`config.mk`:
```
export PLATFORM = sky130hd
export DESIGN_NAME = ppf_top
export DESIGN_NICKNAME = d
export VERILOG_FILES = /design/src/ppf_pkg.sv /design/src/ppf_irq_capture.sv /design/src/ppf_sync.sv /design/src/ppf_top.sv
export VERILOG_INCLUDE_DIRS = /design/src
export SDC_FILE = /design/constraint.sdc
export NUM_CORES = 1
export LEC_CHECK = 0
export BUFFER_PORTS_ARGS = -buffer_cell sky130_fd_sc_hd__buf_2
export CORE_ASPECT_RATIO = 1.75
export CORE_MARGIN = 1.5
export CORE_UTILIZATION = 30
export DETAILED_ROUTE_END_ITERATION = 10
export PLACE_DENSITY = 0.67
export SLEW_MARGIN = 25
export SYNTH_ARGS = -nofsm -noshare
export SYNTH_HDL_FRONTEND = slang
export SYNTH_SLANG_ARGS = --single-unit
```
`constraint.sdc`:
```
create_clock -name i_mclk -period 1.74 [get_ports i_mclk]
set_input_delay 0.522 -clock i_mclk [delete_from_list [all_inputs] [get_ports i_mclk]]
set_output_delay 0.522 -clock i_mclk [all_outputs]
set_load 0.02 [all_outputs]
```
`src/ppf_map.svh`:
```
// constants for the port pin function and pull-up control block
`ifndef PPF_MAP_SVH
`define PPF_MAP_SVH
`define PPF_PA_W        4
`define PPF_PB_W        6
`define PPF_PC_W        2
`define PPF_PD_W        7
`define PPF_PE_W        2
`define PPF_PD_SPI_W    4
`define PPF_PD_TIM_W    3
`define PPF_PE_TX_BIT   0
`define PPF_PE_RX_BIT   1
`define PPF_RST_STRETCH 8'h20
`endif

```
`src/ppf_pkg.sv`:
```
// types for the port pin function and pull-up control block
package ppf_pkg;
  typedef enum logic [1:0] {
    PPF_RST_RUN   = 2'b00,
    PPF_RST_DRIVE = 2'b01,
    PPF_RST_WAIT  = 2'b10
  } ppf_rst_state_type;
endpackage

```
`src/ppf_irq_capture.sv`:
```
// asynchronous interrupt pin capture
`timescale 1ns/1ns
module ppf_irq_capture
  import ppf_pkg::*;
(
  input  wire logic i_mclk,
  input  wire logic i_rst_n,
  input  wire logic i_irq_pin_n,
  input  wire logic i_irq_ack,
  output logic      o_irq_level,
  output logic      o_irq_pend
);
  logic irq_q;
  logic prev;
  logic next_pend;
  logic next_prev;

  ppf_sync #(.W(1), .INIT(1'b1)) u_sync
  (
    .i_mclk  (i_mclk),
    .i_rst_n (i_rst_n),
    .i_async (i_irq_pin_n),
    .o_sync  (irq_q)
  );

  always_comb
  begin
    next_prev = irq_q;
    next_pend = o_irq_pend;
    if (i_irq_ack)
    begin
      next_pend = 1'b0;
    end
    // set wins over acknowledge in the same cycle
    if (prev && !irq_q)
    begin
      next_pend = 1'b1;
    end
  end

  always_ff @(posedge i_mclk)
  begin
    if (!i_rst_n)
    begin
      prev       <= 1'b1;
      o_irq_pend <= 1'b0;
    end
    else
    begin
      prev       <= next_prev;
      o_irq_pend <= next_pend;
    end
  end

  assign o_irq_level = ~irq_q;
endmodule

```
`src/ppf_sync.sv`:
```
// three-flop pin synchroniser with agreement filter
`timescale 1ns/1ns
module ppf_sync
  import ppf_pkg::*;
#(
  parameter int W = 1,
  parameter logic [W-1:0] INIT = '0
)(
  input  wire logic         i_mclk,
  input  wire logic         i_rst_n,
  input  wire logic [W-1:0] i_async,
  output logic      [W-1:0] o_sync
);
  logic [W-1:0] s1;
  logic [W-1:0] s2;
  logic [W-1:0] s3;
  logic [W-1:0] next_out;

  // a bit only changes once the second and third stages agree
  always_comb
  begin
    for (int k = 0; k < W; k++)
    begin
      next_out[k] = (s2[k] == s3[k]) ? s3[k] : o_sync[k];
    end
  end

  always_ff @(posedge i_mclk)
  begin
    if (!i_rst_n)
    begin
      s1     <= INIT;
      s2     <= INIT;
      s3     <= INIT;
      o_sync <= INIT;
    end
    else
    begin
      s1     <= i_async;
      s2     <= s1;
      s3     <= s2;
      o_sync <= next_out;
    end
  end
endmodule

```
`src/ppf_top.sv`:
```
// pin function select, pull-up control, reset pin and illegal-address reset
`timescale 1ns/1ns
`include "ppf_map.svh"
module ppf_top
  import ppf_pkg::*;
(
  input  wire logic                       i_mclk,
  input  wire logic                       i_rst_n,
  // reset pin, open drain
  input  wire logic                       i_reset_pin,
  output logic                            o_reset_pin,
  output logic                            o_reset_pin_oe,
  input  wire logic                       i_int_reset_src,
  output logic                            o_sys_rst_n,
  // interrupt pin
  input  wire logic                       i_irq_pin_n,
  input  wire logic                       i_irq_ack,
  output logic                            o_irq_level,
  output logic                            o_irq_pend,
  // illegal address detection
  input  wire logic                       i_bus_access,
  input  wire logic                       i_addr_unimpl,
  input  wire logic                       i_illegal_addr_rst_en,
  output logic                            o_illegal_addr_rst,
  // port A
  input  wire logic [`PPF_PA_W-1:0]       i_port_a_pins,
  output logic      [`PPF_PA_W-1:0]       o_port_a_pins,
  output logic      [`PPF_PA_W-1:0]       o_port_a_pins_oe,
  output logic      [`PPF_PA_W-1:0]       o_port_a_pullup,
  input  wire logic [`PPF_PA_W-1:0]       i_port_a_data,
  input  wire logic [`PPF_PA_W-1:0]       i_port_a_dir,
  input  wire logic [`PPF_PA_W-1:0]       i_port_a_pullup_sel,
  input  wire logic [`PPF_PA_W-1:0]       i_keypad_wake_function,
  output logic      [`PPF_PA_W-1:0]       o_keypad_wake_inputs,
  output logic      [`PPF_PA_W-1:0]       o_port_a_in,
  // port B
  input  wire logic [`PPF_PB_W-1:0]       i_port_b_pins,
  output logic      [`PPF_PB_W-1:0]       o_port_b_pins,
  output logic      [`PPF_PB_W-1:0]       o_port_b_pins_oe,
  input  wire logic [`PPF_PB_W-1:0]       i_port_b_data,
  input  wire logic [`PPF_PB_W-1:0]       i_port_b_dir,
  input  wire logic [`PPF_PB_W-1:0]       i_analog_sel,
  output logic      [`PPF_PB_W-1:0]       o_analog_input_en,
  output logic      [`PPF_PB_W-1:0]       o_port_b_in,
  // port C
  input  wire logic [`PPF_PC_W-1:0]       i_port_c_pins,
  output logic      [`PPF_PC_W-1:0]       o_port_c_pins,
  output logic      [`PPF_PC_W-1:0]       o_port_c_pins_oe,
  output logic      [`PPF_PC_W-1:0]       o_port_c_pullup,
  input  wire logic [`PPF_PC_W-1:0]       i_port_c_data,
  input  wire logic [`PPF_PC_W-1:0]       i_port_c_dir,
  input  wire logic [`PPF_PC_W-1:0]       i_port_c_pullup_sel,
  output logic      [`PPF_PC_W-1:0]       o_port_c_in,
  // port D
  input  wire logic [`PPF_PD_W-1:0]       i_port_d_pins,
  output logic      [`PPF_PD_W-1:0]       o_port_d_pins,
  output logic      [`PPF_PD_W-1:0]       o_port_d_pins_oe,
  output logic      [`PPF_PD_W-1:0]       o_port_d_pullup,
  input  wire logic [`PPF_PD_W-1:0]       i_port_d_data,
  input  wire logic [`PPF_PD_W-1:0]       i_port_d_dir,
  input  wire logic [`PPF_PD_W-1:0]       i_port_d_pullup_sel,
  input  wire logic                       i_spi_enable,
  input  wire logic [`PPF_PD_SPI_W-1:0]   i_spi_out,
  input  wire logic [`PPF_PD_SPI_W-1:0]   i_spi_oe,
  output logic      [`PPF_PD_SPI_W-1:0]   o_spi_in,
  input  wire logic [`PPF_PD_TIM_W-1:0]   i_timer_ch_enable,
  input  wire logic [`PPF_PD_TIM_W-1:0]   i_timer_ch_out,
  input  wire logic [`PPF_PD_TIM_W-1:0]   i_timer_ch_oe,
  output logic      [`PPF_PD_TIM_W-1:0]   o_timer_ch_in,
  output logic      [`PPF_PD_W-1:0]       o_port_d_in,
  // port E
  input  wire logic [`PPF_PE_W-1:0]       i_port_e_pins,
  output logic      [`PPF_PE_W-1:0]       o_port_e_pins,
  output logic      [`PPF_PE_W-1:0]       o_port_e_pins_oe,
  input  wire logic [`PPF_PE_W-1:0]       i_port_e_data,
  input  wire logic [`PPF_PE_W-1:0]       i_port_e_dir,
  input  wire logic                       i_async_serial_enable,
  input  wire logic                       i_async_serial_tx,
  output logic                            o_async_serial_rx,
  output logic      [`PPF_PE_W-1:0]       o_port_e_in
);

  // ----------------------------------------
  // pin synchronisers
  // ----------------------------------------
  logic                     rst_pin_q;
  logic [`PPF_PA_W-1:0]     pa_q;
  logic [`PPF_PB_W-1:0]     pb_q;
  logic [`PPF_PC_W-1:0]     pc_q;
  logic [`PPF_PD_W-1:0]     pd_q;
  logic [`PPF_PE_W-1:0]     pe_q;

  ppf_sync #(.W(1), .INIT(1'b0)) u_rst_sync
  (
    .i_mclk  (i_mclk),
    .i_rst_n (i_rst_n),
    .i_async (i_reset_pin),
    .o_sync  (rst_pin_q)
  );

  ppf_sync #(.W(`PPF_PA_W + `PPF_PB_W + `PPF_PC_W + `PPF_PD_W + `PPF_PE_W)) u_port_sync
  (
    .i_mclk  (i_mclk),
    .i_rst_n (i_rst_n),
    .i_async ({i_port_e_pins, i_port_d_pins, i_port_c_pins, i_port_b_pins, i_port_a_pins}),
    .o_sync  ({pe_q, pd_q, pc_q, pb_q, pa_q})
  );

  ppf_irq_capture u_irq
  (
    .i_mclk      (i_mclk),
    .i_rst_n     (i_rst_n),
    .i_irq_pin_n (i_irq_pin_n),
    .i_irq_ack   (i_irq_ack),
    .o_irq_level (o_irq_level),
    .o_irq_pend  (o_irq_pend)
  );

  // ----------------------------------------
  // reset pin and illegal-address reset
  // ----------------------------------------
  ppf_rst_state_type rst_state;
  ppf_rst_state_type next_rst_state;
  logic [7:0]        stretch;
  logic [7:0]        next_stretch;
  logic              illegal_q;
  logic              next_illegal;
  logic              any_internal;

  assign next_illegal = i_bus_access & i_addr_unimpl & i_illegal_addr_rst_en;
  assign any_internal = i_int_reset_src | illegal_q;

  always_comb
  begin
    next_rst_state = rst_state;
    next_stretch   = stretch;
    case (rst_state)
      PPF_RST_RUN:
      begin
        if (any_internal)
        begin
          next_rst_state = PPF_RST_DRIVE;
          next_stretch   = `PPF_RST_STRETCH;
        end
      end
      PPF_RST_DRIVE:
      begin
        // hold the pin low long enough for the board to see it
        if (any_internal)
        begin
          next_stretch = `PPF_RST_STRETCH;
        end
        else if (stretch != 8'h00)
        begin
          next_stretch = stretch - 8'h01;
        end
        else
        begin
          next_rst_state = PPF_RST_WAIT;
        end
      end
      PPF_RST_WAIT:
      begin
        // a new source restarts drive
        // a source that starts while waiting for the pin must not be lost
        if (any_internal)
        begin
          next_rst_state = PPF_RST_DRIVE;
          next_stretch   = `PPF_RST_STRETCH;
        end
        // released pin needs the synchroniser to see it high again
        else if (rst_pin_q)
        begin
          next_rst_state = PPF_RST_RUN;
        end
      end
      default:
      begin
        next_rst_state = PPF_RST_RUN;
      end
    endcase
  end

  always_ff @(posedge i_mclk)
  begin
    if (!i_rst_n)
    begin
      rst_state <= PPF_RST_DRIVE;
      stretch   <= `PPF_RST_STRETCH;
      illegal_q <= 1'b0;
    end
    else
    begin
      rst_state <= next_rst_state;
      stretch   <= next_stretch;
      illegal_q <= next_illegal;
    end
  end

  assign o_reset_pin        = 1'b0;
  assign o_reset_pin_oe     = (rst_state == PPF_RST_DRIVE);
  assign o_illegal_addr_rst = illegal_q;
  assign o_sys_rst_n        = rst_pin_q & (rst_state == PPF_RST_RUN);

  // ----------------------------------------
  // shared decoding
  // ----------------------------------------
  // pull-up only where the pin is not driven, so the driver never fights it
  function automatic logic [`PPF_PD_W-1:0] ppf_in_pullup
  (
    input logic [`PPF_PD_W-1:0] sel,
    input logic [`PPF_PD_W-1:0] drv
  );
    return sel & ~drv;
  endfunction

  // per-bit choice between the owning peripheral and the port registers
  function automatic logic [`PPF_PD_W-1:0] ppf_owner_pick
  (
    input logic [`PPF_PD_W-1:0] own,
    input logic [`PPF_PD_W-1:0] per,
    input logic [`PPF_PD_W-1:0] prt
  );
    return (own & per) | (~own & prt);
  endfunction

  // narrow ports widened to the shared width; upper bits are unused
  logic [`PPF_PD_W-1:0] pa_pu_wide;
  logic [`PPF_PD_W-1:0] pc_pu_wide;

  // ----------------------------------------
  // port A: keypad wake
  // ----------------------------------------
  // per-bit keypad select
  assign o_keypad_wake_inputs = pa_q & i_keypad_wake_function;
  assign o_port_a_in          = pa_q;
  assign o_port_a_pins        = i_port_a_data;
  // a keypad pin is forced to input
  assign o_port_a_pins_oe     = i_port_a_dir & ~i_keypad_wake_function;
  assign pa_pu_wide      = ppf_in_pullup({3'h0, i_port_a_pullup_sel}, {3'h0, i_port_a_dir});
  assign o_port_a_pullup = i_keypad_wake_function | pa_pu_wide[`PPF_PA_W-1:0];

  // ----------------------------------------
  // port B: general I/O or analog
  // ----------------------------------------
  // analog disables digital driver
  assign o_analog_input_en = i_analog_sel;
  assign o_port_b_pins     = i_port_b_data;
  assign o_port_b_pins_oe  = i_port_b_dir & ~i_analog_sel;
  assign o_port_b_in       = pb_q & ~i_analog_sel;

  // ----------------------------------------
  // port C: plain I/O
  // ----------------------------------------
  // no alternate function
  assign o_port_c_pins    = i_port_c_data;
  assign o_port_c_pins_oe = i_port_c_dir;
  assign o_port_c_in      = pc_q;
  assign pc_pu_wide       = ppf_in_pullup({5'h00, i_port_c_pullup_sel}, {5'h00, i_port_c_dir});
  assign o_port_c_pullup  = pc_pu_wide[`PPF_PC_W-1:0];

  // ----------------------------------------
  // port D: serial peripheral and timers
  // ----------------------------------------
  logic [`PPF_PD_W-1:0] pd_own;
  logic [`PPF_PD_W-1:0] pd_pout;
  logic [`PPF_PD_W-1:0] pd_poe;

  // low four spi, upper three timers
  assign pd_own  = {i_timer_ch_enable, {`PPF_PD_SPI_W{i_spi_enable}}};
  assign pd_pout = {i_timer_ch_out, i_spi_out};
  assign pd_poe  = {i_timer_ch_oe, i_spi_oe};

  assign o_port_d_pins    = ppf_owner_pick(pd_own, pd_pout, i_port_d_data);
  assign o_port_d_pins_oe = ppf_owner_pick(pd_own, pd_poe, i_port_d_dir);
  assign o_port_d_pullup  = ppf_in_pullup(i_port_d_pullup_sel, o_port_d_pins_oe);
  assign o_spi_in         = pd_q[`PPF_PD_SPI_W-1:0];
  assign o_timer_ch_in    = pd_q[`PPF_PD_W-1:`PPF_PD_SPI_W];
  assign o_port_d_in      = pd_q;

  // ----------------------------------------
  // port E: async serial
  // ----------------------------------------
  // transmit and receive lines
  always_comb
  begin
    o_port_e_pins    = i_port_e_data;
    o_port_e_pins_oe = i_port_e_dir;
    if (i_async_serial_enable)
    begin
      o_port_e_pins[`PPF_PE_TX_BIT]    = i_async_serial_tx;
      o_port_e_pins_oe[`PPF_PE_TX_BIT] = 1'b1;
      o_port_e_pins[`PPF_PE_RX_BIT]    = 1'b0;
      o_port_e_pins_oe[`PPF_PE_RX_BIT] = 1'b0;
    end
  end

  // idle line reads high while the function is off
  assign o_async_serial_rx = i_async_serial_enable ? pe_q[`PPF_PE_RX_BIT] : 1'b1;
  assign o_port_e_in       = pe_q;
endmodule

```
==> flow_metrics.py, run 1 <==
metrics = {
    "status": {
        "status": "complete, no violations",
    },
    "power": {
        "p_leak_nw": 2.574,
        "ir_drop_mv": 0.6119,
        "power.density_nw_per_um2": 1062,
    },
    "clock_network": {
        "max-clock-path-buffers": 2,
        "numCtsBuffers": 9,
        "clock-sinks": 105,
        "path_clk_slew_ns": 0.07,
        "insertion_delay_ns": 0.33,
        "htree_levels": 3,
        "clock-root-buffer": "clkbuf_16",
        "hold_buffers": 0,
        "cts_tree": "built",
    },
    "finish": {
        "final_common_cell": "buf_2",
        "drive_gt1_share_pct": 43.40,
        "final_cell_mix": "buf_2, dfxtp_1, and2_1",
        "fin_nets": 694,
        "fin_area_um2": 5441,
        "n_antenna_cell": 0,
        "fill_cells": 1325,
        "synthToLayoutAreaGrowth_pct": 36.89,
    },
    "global_routing": {
        "antenna_found_initial": 0,
        "grt_pass1_wl_um": 13170,
        "track_usage_pct": 11.37,
        "overflow": 0,
        "grt_max_degree": 99,
        "grt_pass1_vias": 3109,
    },
    "yosys": {
        "synth_top_area_share_pct": 52.88,
        "ys_async_sr_fraction_pct": 0,
        "syn_area_um2": 3975,
        "synth-seq-cells": 105,
        "yosys_warnings": 0,
        "synth_fp_nets": 522,
        "ys_types": 42,
        "seq_area_frac_synth_pct": 52.88,
        "syn_inst": 406,
        "synth_edf_count": 0,
        "yosys.area.top_type": "dfxtp_1",
        "ys.flop_type": "dfxtp_1",
        "yosys-top-cells-area": "dfxtp_1, and2_1, buf_4",
        "syn_avg_cell_area_um2": 9.791,
    },
    "route": {
        "detailroute.via_count": 3244,
        "firstDrtPassIters": 4,
        "wl_per_cell_um": 10.59,
        "wl_um": 7982,
        "vias_per_cell": 4.302,
        "ant_nets": 0,
        "drc": 0,
        "drt_iter0_markers": 60,
    },
    "worst_setup_path": {
        "r2r_setup_slack_ns": 0.03,
        "worstReg2RegStart": "stretch[1]$_SDFFE_PN0P_",
        "crit_arrival_ns": 1.19,
        "critPathLaunch": "i_spi_enable",
        "crit_path_end_kind": "primary output",
        "rr_worst_depth": 6,
        "r2r_end": "stretch[7]$_SDFFE_PN0P_",
        "required_ns": 1.22,
        "setup.worst_path.start_class": "primary input",
        "worstSetupPathType": "primary input to primary output",
        "critPathMaxFanout": 8,
    },
    "timing": {
        "slew-limit-headroom_pct": 64.80,
        "setup_violations": 0,
        "tns_ns": 0,
        "hold_viol_final": 0,
        "clock.fmax_mhz": 584.3,
        "slew_violations": 0,
        "fin_crit_sh_pct": 98.36,
        "rsz0062_at_grt": "yes",
        "finalClockSkew_ns": 0.004478,
        "worst_pin_slew_ns": 0.5240,
        "period_minus_slack_ns": 1.711,
    },
    "hold_path": {
        "worstHoldStart": "i_irq_pin_n",
        "min_path_type": "primary input to flop",
        "min_to": "u_irq.u_sync.s1$_SDFF_PN1_",
        "holdPathStages": 2,
    },
    "floorplanning": {
        "fp.dieArea_um2": 13980,
        "rows": 55,
        "die_x_um": 90.02,
        "io_pins": 215,
        "core_um2": 12940,
        "fp.dieH_um": 155.3,
        "start_util_pct": 30.73,
    },
    "placed_design": {
        "gp_congestion": 0.8408,
        "hpwl_um": 6011,
        "port-buffer-count": 189,
        "place_area_um2": 4952,
    },
    "flow_run": {
        "maxCapViolations": 0,
    },
}
cells in the mapped netlist, drive strengths merged, types with 2 or more instances:
master,count
dfxtp,105
and2,72
buf,32
nand2,27
o21ai,27
a21boi,23
nor2,18
nor2b,18
inv,17
mux2,15
clkbuf,11
a21o,5
nand2b,5
nand3,4
a21oi,2
a22oi,2
nor3,2
nor3b,2
o211ai,2
o31ai,2
critical path: stages:
cell and delay (ns):
buf_12 0.12, mux2_4 0.32, nor2_4 0.07, buf_2 0.16
area by class of cell:
class                           count  area, um2  area share [%]
Clock buffer                        9      225.2           4.139
Tap cell                          171      214.0           3.932
Inverter                           17      63.81           1.173
Clock inverter                      7      106.4           1.954
Sequential cell                   105       2105           38.68
Multi-Input combinational cell    241       1612           29.62
Timing Repair Buffer              204       1116           20.51
logic make-up after synthesis:
logic type | Yosys count | synth area share (%)
flip-flops | 105 | 52.88
adder cells (fa/ha/maj) | 1 | 0.3147
multiplexers | 15 | 4.249
buffers and inverters | 60 | 8.593
AO/OA/AOI/OAI | 71 | 12.34
AND/OR/NAND/NOR | 153 | 21.53
other | 1 | 0.09434
sequential cells by signal, indices dropped and copies added (netlist names):
| name | count |
|---|---|
| u_rst_sync.o_sync | 1 |
| u_irq.prev | 1 |
| u_irq.u_sync.s2 | 1 |
| u_rst_sync.s1 | 1 |
| u_irq.u_sync.o_sync | 1 |
| u_irq.u_sync.s3 | 1 |
| u_port_sync.s1 | 21 |
| u_port_sync.o_sync | 21 |
| stretch | 8 |
| u_irq.o_irq_pend | 1 |
| u_port_sync.s3 | 21 |
| u_rst_sync.s3 | 1 |
| rst_state | 2 |
| u_rst_sync.s2 | 1 |
| o_illegal_addr_rst | 1 |
| u_port_sync.s2 | 21 |
| u_irq.u_sync.s1 | 1 |
power breakdown:
group | switching (mW) | total, mW | internal [mW]
Clock | 0.908 | 2.20 | 1.29
Combinational | 0.516 | 0.989 | 0.474
Sequential | 0.0743 | 2.59 | 2.52
worst max-delay path by stage:
stage | endpoint | depth (start not counted)
6_report | o_port_d_pullup[2] | 4
5_1_grt | stretch[7]$_SDFFE_PN0P_ | 6
4_1_cts | o_port_d_pins[1] | 4
3_5_place_dp | o_port_d_pullup[0] | 4
3_3_place_gp | o_port_d_pullup[2] | 4
2_1_floorplan | o_port_d_pullup[0] | 3
timing repair:
action,4_1_cts,5_1_grt
gates resized for setup,18,13
hold endpoints to repair,0,0
endpoints found under the setup margin,16,10
pin swaps,4,3
buffers inserted,4,4
per-layer routing:
layer	global-route usage, %	share of wire [%]
met1	10.95	37
met2	22.73	55
met3	2.248	6.2
met4	5.140	1.9
met5	0	0
stage by stage:
step	cells	hold slack (ns)	utilization [%]	worst slack (ns)	power [mW]
floorplan	406	0.3863	-	-0.06352	3.261
global placement	730	0.3994	38.28	-0.1023	3.445
global route	754	0.3650	42.06	-0.02968	6.059
finish	754	0.3660	42.06	0.02856	5.780
detailed placement	730	0.3992	38.28	-0.1343	3.483
CTS	750	0.3504	41.47	0.003682	5.804
No activity file was read; power rests on OpenSTA's default activity.
==> run 2, diff against run 1 <==
- PLACE_DENSITY: 0.67 -> 0.63
==> run 2 against run 1 <==
Compared with the run above:
- via count is 0.52% lower
- sequential share of layout area is 0.36 points higher
- clock power is 7% lower
- flip-flop and latch count stayed put
- hold slack worse by 0.0030 ns
- fmax is 0.63% lower
- final cell count is 0.53% lower
- combinational power is 3.4% lower
- power is 3.0% lower
- sequential power hardly changed
- first-iteration DRC count is 27% higher
- critical path type unchanged
- largest cell class unchanged
- largest power group unchanged
==> flow_metrics.py, run 2 (synthesis results as in run 1) <==
metrics = {
    "route": {
        "drc": 0,
        "ant_nets": 0,
        "detailroute.via_count": 3227,
        "firstDrtPassIters": 6,
        "drt_iter0_markers": 76,
        "vias_per_cell": 4.303,
        "wl_per_cell_um": 11.10,
        "wl_um": 8325,
    },
    "floorplanning": {
        "die_x_um": 90.02,
        "rows": 55,
        "fp.dieH_um": 155.3,
        "fp.dieArea_um2": 13980,
        "io_pins": 215,
        "start_util_pct": 30.73,
        "core_um2": 12940,
    },
    "timing": {
        "finalClockSkew_ns": 0.004907,
        "tns_ns": 0,
        "slew_violations": 0,
        "fin_crit_sh_pct": 98.98,
        "clock.fmax_mhz": 580.6,
        "setup_violations": 0,
        "worst_pin_slew_ns": 0.5924,
        "period_minus_slack_ns": 1.722,
        "slew-limit-headroom_pct": 60.20,
        "rsz0062_at_grt": "yes",
        "hold_viol_final": 0,
    },
    "global_routing": {
        "grt_pass1_wl_um": 13230,
        "antenna_found_initial": 0,
        "overflow": 0,
        "grt_max_degree": 51,
        "track_usage_pct": 11.73,
        "grt_pass1_vias": 3136,
    },
    "worst_setup_path": {
        "critical_path_buf_inv_count": 2,
        "cp_num_cells": 4,
        "rr_worst_depth": 6,
        "required_ns": 1.22,
        "worstSetupPathType": "primary input to primary output",
        "crit_path_end_kind": "primary output",
        "setup.worst_path.start_class": "primary input",
        "critPathLaunch": "i_timer_ch_enable[1]",
        "worstReg2RegStart": "stretch[1]$_SDFFE_PN0P_",
        "critPathMaxFanout": 2,
        "crit_slowest_cell": "mux2_2",
        "cp-endpoint": "o_port_d_pullup[5]",
        "r2r_setup_slack_ns": 0.02,
        "crit_arrival_ns": 1.20,
        "cp_cell_sequence": "buf_2 > mux2_2 > nor2_1 > buf_4",
        "crit_family": "multiplexers",
        "slowest_delay_ns": 0.35,
        "r2r_end": "stretch[7]$_SDFFE_PN0P_",
    },
    "finish": {
        "final_common_cell": "buf_2",
        "n_antenna_cell": 0,
        "fill_cells": 1347,
        "synthToLayoutAreaGrowth_pct": 35.63,
        "final_core_util_pct": 41.67,
        "final_cell_mix": "buf_2, dfxtp_1, and2_1",
        "drive_gt1_share_pct": 43.35,
        "fin_cells": 750,
        "fin_nets": 690,
    },
    "clock_network": {
        "path_clk_slew_ns": 0.07,
        "numCtsBuffers": 9,
        "max-clock-path-buffers": 2,
        "insertion_delay_ns": 0.34,
        "cts_tree": "built",
        "htree_levels": 3,
        "clock-sinks": 105,
        "clock-root-buffer": "clkbuf_16",
    },
    "placed_design": {
        "gp_congestion": 0.9025,
        "hpwl_um": 6314,
        "dp_cells": 732,
        "port-buffer-count": 189,
    },
    "hold_path": {
        "min_path_type": "primary input to flop",
    },
    "status": {
        "status": "complete, no violations",
    },
    "power": {
        "p_leak_nw": 2.543,
        "power.density_nw_per_um2": 1040,
        "ir_drop_mv": 0.4307,
    },
    "flow_run": {
        "maxCapViolations": 0,
    },
}
run 2: worst register-to-register path, delay by kind of cell (launching register included):
family,cells,cell delay [ns]
flops,1,0.33
simple gates,2,0.59
compound gates,2,0.50
fa+ha+maj,1,0.13
buf+inv,1,0.06
run 2: layout make-up:
cell class                      count  area, um2  area share [%]
Timing Repair Buffer              200       1079           20.00
Multi-Input combinational cell    241       1617           29.98
Sequential cell                   105       2105           39.03
Clock buffer                        9      225.2           4.177
Clock inverter                      7      88.84           1.648
Tap cell                          171      214.0           3.968
Inverter                           17      63.81           1.184
run 2: per-stage QoR:
stage          area, um2  power [mW]  worst slack [ns]  hold slack [ns]
2_1_floorplan       4006       3.261          -0.06352           0.3863
3_3_place_gp        4955       3.463          -0.07910           0.3962
3_5_place_dp        4955       3.494          -0.08627           0.3968
4_1_cts             5313       5.600         0.0001290           0.3536
5_1_grt             5391       5.877          -0.02648           0.3685
6_report            5391       5.605           0.01775           0.3630
run 2: where the power goes:
part	internal, mW	switching [mW]
logic	0.445	0.510
registers	2.52	0.0745
clock network	1.14	0.912
total	4.11	1.50
run 2: timing repair:
item | 4_1_cts | 5_1_grt
endpoints found under the hold margin | 0 | 0
gates resized for setup | 10 | 24
pin swaps | 2 | 5
hold buffers | 0 | 0
setup buffers | 2 | 0
setup endpoints to repair | 12 | 16
run 2: how the worst min path moves through the flow:
stage / depth (start not counted) / end / slack [ns] / start
floorplan: 1 / u_irq.u_sync.s2$_SDFF_PN1_ / 0.39 / u_irq.u_sync.s1$_SDFF_PN1_
global placement: 1 / u_irq.u_sync.s2$_SDFF_PN1_ / 0.40 / u_irq.u_sync.s1$_SDFF_PN1_
detailed placement: 1 / u_irq.u_sync.s2$_SDFF_PN1_ / 0.40 / u_irq.u_sync.s1$_SDFF_PN1_
CTS: 2 / u_irq.u_sync.s1$_SDFF_PN1_ / 0.35 / i_irq_pin_n
global route: 2 / u_irq.u_sync.s1$_SDFF_PN1_ / 0.37 / i_irq_pin_n
finish: 2 / u_irq.u_sync.s1$_SDFF_PN1_ / 0.36 / i_irq_pin_n
run 2: per-layer routing:
metal	vias up	GRT usage (%)	wire length, um	share of wire, %
li1	1624	-	-	-
met1	1475	10.62	2897	35
met2	113	23.16	4715	57
met3	15	2.786	489	5.9
met4	0	6.803	223	2.7
met5	-	0	0	0
==> run 3, diff against run 2 <==
- CORE_UTILIZATION: 30 -> 35
- PLACE_DENSITY: 0.63 -> 0.71
==> run 3 against run 2 <==
Compared with the run above:
- clock power shrank 6%
- hold slack got worse by 0.00066 ns
- via count rose by 0.31%
- flip-flop and latch count did not move
- final cell count is 4.8% lower
- global-route usage grew 1.2 points
- critical path depth unchanged
- sequential power barely moved
- critical path type unchanged
- highest routed layer unchanged
==> flow_metrics.py, run 3 (synthesis results as in run 1) <==
metrics = {
    "placed_design": {
        "gp_congestion": 0.8703,
        "dp_cells": 693,
        "place_area_um2": 4918,
        "port-buffer-count": 189,
        "hpwl_um": 5935,
        "pre_cts_ws_ns": -0.07300,
    },
    "clock_network": {
        "cts_tree": "built",
        "clock-sinks": 105,
        "max-clock-path-buffers": 2,
        "hold_buffers": 0,
        "insertion_delay_ns": 0.33,
        "htree_levels": 3,
        "path_clk_slew_ns": 0.07,
        "numCtsBuffers": 9,
        "clock-root-buffer": "clkbuf_16",
    },
    "finish": {
        "fin_nets": 693,
        "final_cell_mix": "buf_2, dfxtp_1, and2_1",
        "fin_cells": 714,
        "drive_gt1_share_pct": 43.47,
        "synthToLayoutAreaGrowth_pct": 34.97,
        "fin_area_um2": 5365,
        "final_common_cell": "buf_2",
        "n_antenna_cell": 0,
        "final_core_util_pct": 48.32,
    },
    "floorplanning": {
        "fp.dieArea_um2": 12030,
        "die_x_um": 83.56,
        "io_pins": 215,
        "start_util_pct": 35.80,
        "fp.dieH_um": 144.0,
        "rows": 51,
        "core_um2": 11100,
    },
    "power": {
        "p_leak_nw": 2.558,
        "ir_drop_mv": 0.5803,
        "total_power_mw": 5.494,
        "power.density_nw_per_um2": 1024,
    },
    "worst_setup_path": {
        "critPathMaxFanout": 5,
        "setup.worst_path.start_class": "primary input",
        "rr_worst_depth": 6,
        "worstSetupPathType": "primary input to primary output",
        "crit_arrival_ns": 1.20,
        "required_ns": 1.22,
        "r2r_end": "stretch[7]$_SDFFE_PN0P_",
        "crit_path_end_kind": "primary output",
        "critPathLaunch": "i_spi_enable",
        "r2r_setup_slack_ns": 0.05,
        "worstReg2RegStart": "stretch[1]$_SDFFE_PN0P_",
    },
    "timing": {
        "slew_violations": 0,
        "rsz0062_at_grt": "yes",
        "hold_viol_final": 0,
        "fin_crit_sh_pct": 99.04,
        "clock.fmax_mhz": 580.3,
        "slew-limit-headroom_pct": 60.86,
        "setup_violations": 0,
        "worst_pin_slew_ns": 0.5826,
        "setup_ws_ns": 0.01671,
        "worst_hold_slack_ns": 0.3623,
        "tns_ns": 0,
        "finalClockSkew_ns": 0.006182,
        "period_minus_slack_ns": 1.723,
    },
    "route": {
        "firstDrtPassIters": 4,
        "ant_nets": 0,
        "vias_per_cell": 4.534,
        "drc": 0,
        "drt_iter0_markers": 98,
        "wl_per_cell_um": 11.14,
        "wl_um": 7954,
        "detailroute.via_count": 3237,
    },
    "flow_run": {
        "maxCapViolations": 0,
    },
    "hold_path": {
        "min_to": "u_irq.u_sync.s1$_SDFF_PN1_",
        "worstHoldStart": "i_irq_pin_n",
        "holdPathStages": 2,
        "min_path_type": "primary input to flop",
    },
    "global_routing": {
        "antenna_found_initial": 0,
        "grt_pass1_wl_um": 12730,
        "grt_pass1_vias": 3109,
        "overflow": 0,
        "grt_max_degree": 98,
        "track_usage_pct": 12.88,
    },
    "status": {
        "status": "complete, no violations",
    },
}
-- run 3: power by group --
part | total [mW] | switching [mW] | internal [mW]
Combinational | 0.978 | 0.510 | 0.468
Sequential | 2.60 | 0.0754 | 2.52
Clock | 1.92 | 0.826 | 1.09
Total | 5.49 | 1.41 | 4.08
-- run 3: worst max-delay path by stage --
| stage | slack [ns] | to | depth (start not counted) |
|---|---|---|---|
| 2_1_floorplan | -0.06 | o_port_d_pullup[0] | 3 |
| 3_3_place_gp | -0.06 | o_port_d_pins[0] | 4 |
| 3_5_place_dp | -0.07 | o_port_d_pins[0] | 4 |
| 4_1_cts | 0.002 | stretch[7]$_SDFFE_PN0P_ | 6 |
| 5_1_grt | -0.03 | stretch[7]$_SDFFE_PN0P_ | 6 |
| 6_report | 0.02 | o_port_d_pins[2] | 4 |
-- run 3: layer usage --
metal  global-route usage, %  up-vias  part of all wire [%]
li1                        -     1633                     -
met1                   11.78     1461                    36
met4                   7.248        0                   2.3
met5                       0        -                     0
met3                   2.568       15                   6.5
met2                   25.89      128                    55
-- run 3: final cells by class --
type	count	area, um2
clock buffers	13	270.3
repair buffers	203	1120
inverters	17	63.81
well taps	132	165.2
multi-input cells	241	1619
fillers	1052	5738
clock inverters	3	22.52
flip-flops and latches	105	2105
-- run 3: worst max-delay path: stages --
cell and delay, ns:
buf_8 0.10, buf_6 0.11, mux2_2 0.34, buf_6 0.13
-- run 3: repair_timing --
action                                  CTS  global route
endpoints found under the setup margin    9            14
buffers inserted                          3             2
pin swaps                                 4             4
resized for setup                        13            23
endpoints found under the hold margin     0             0
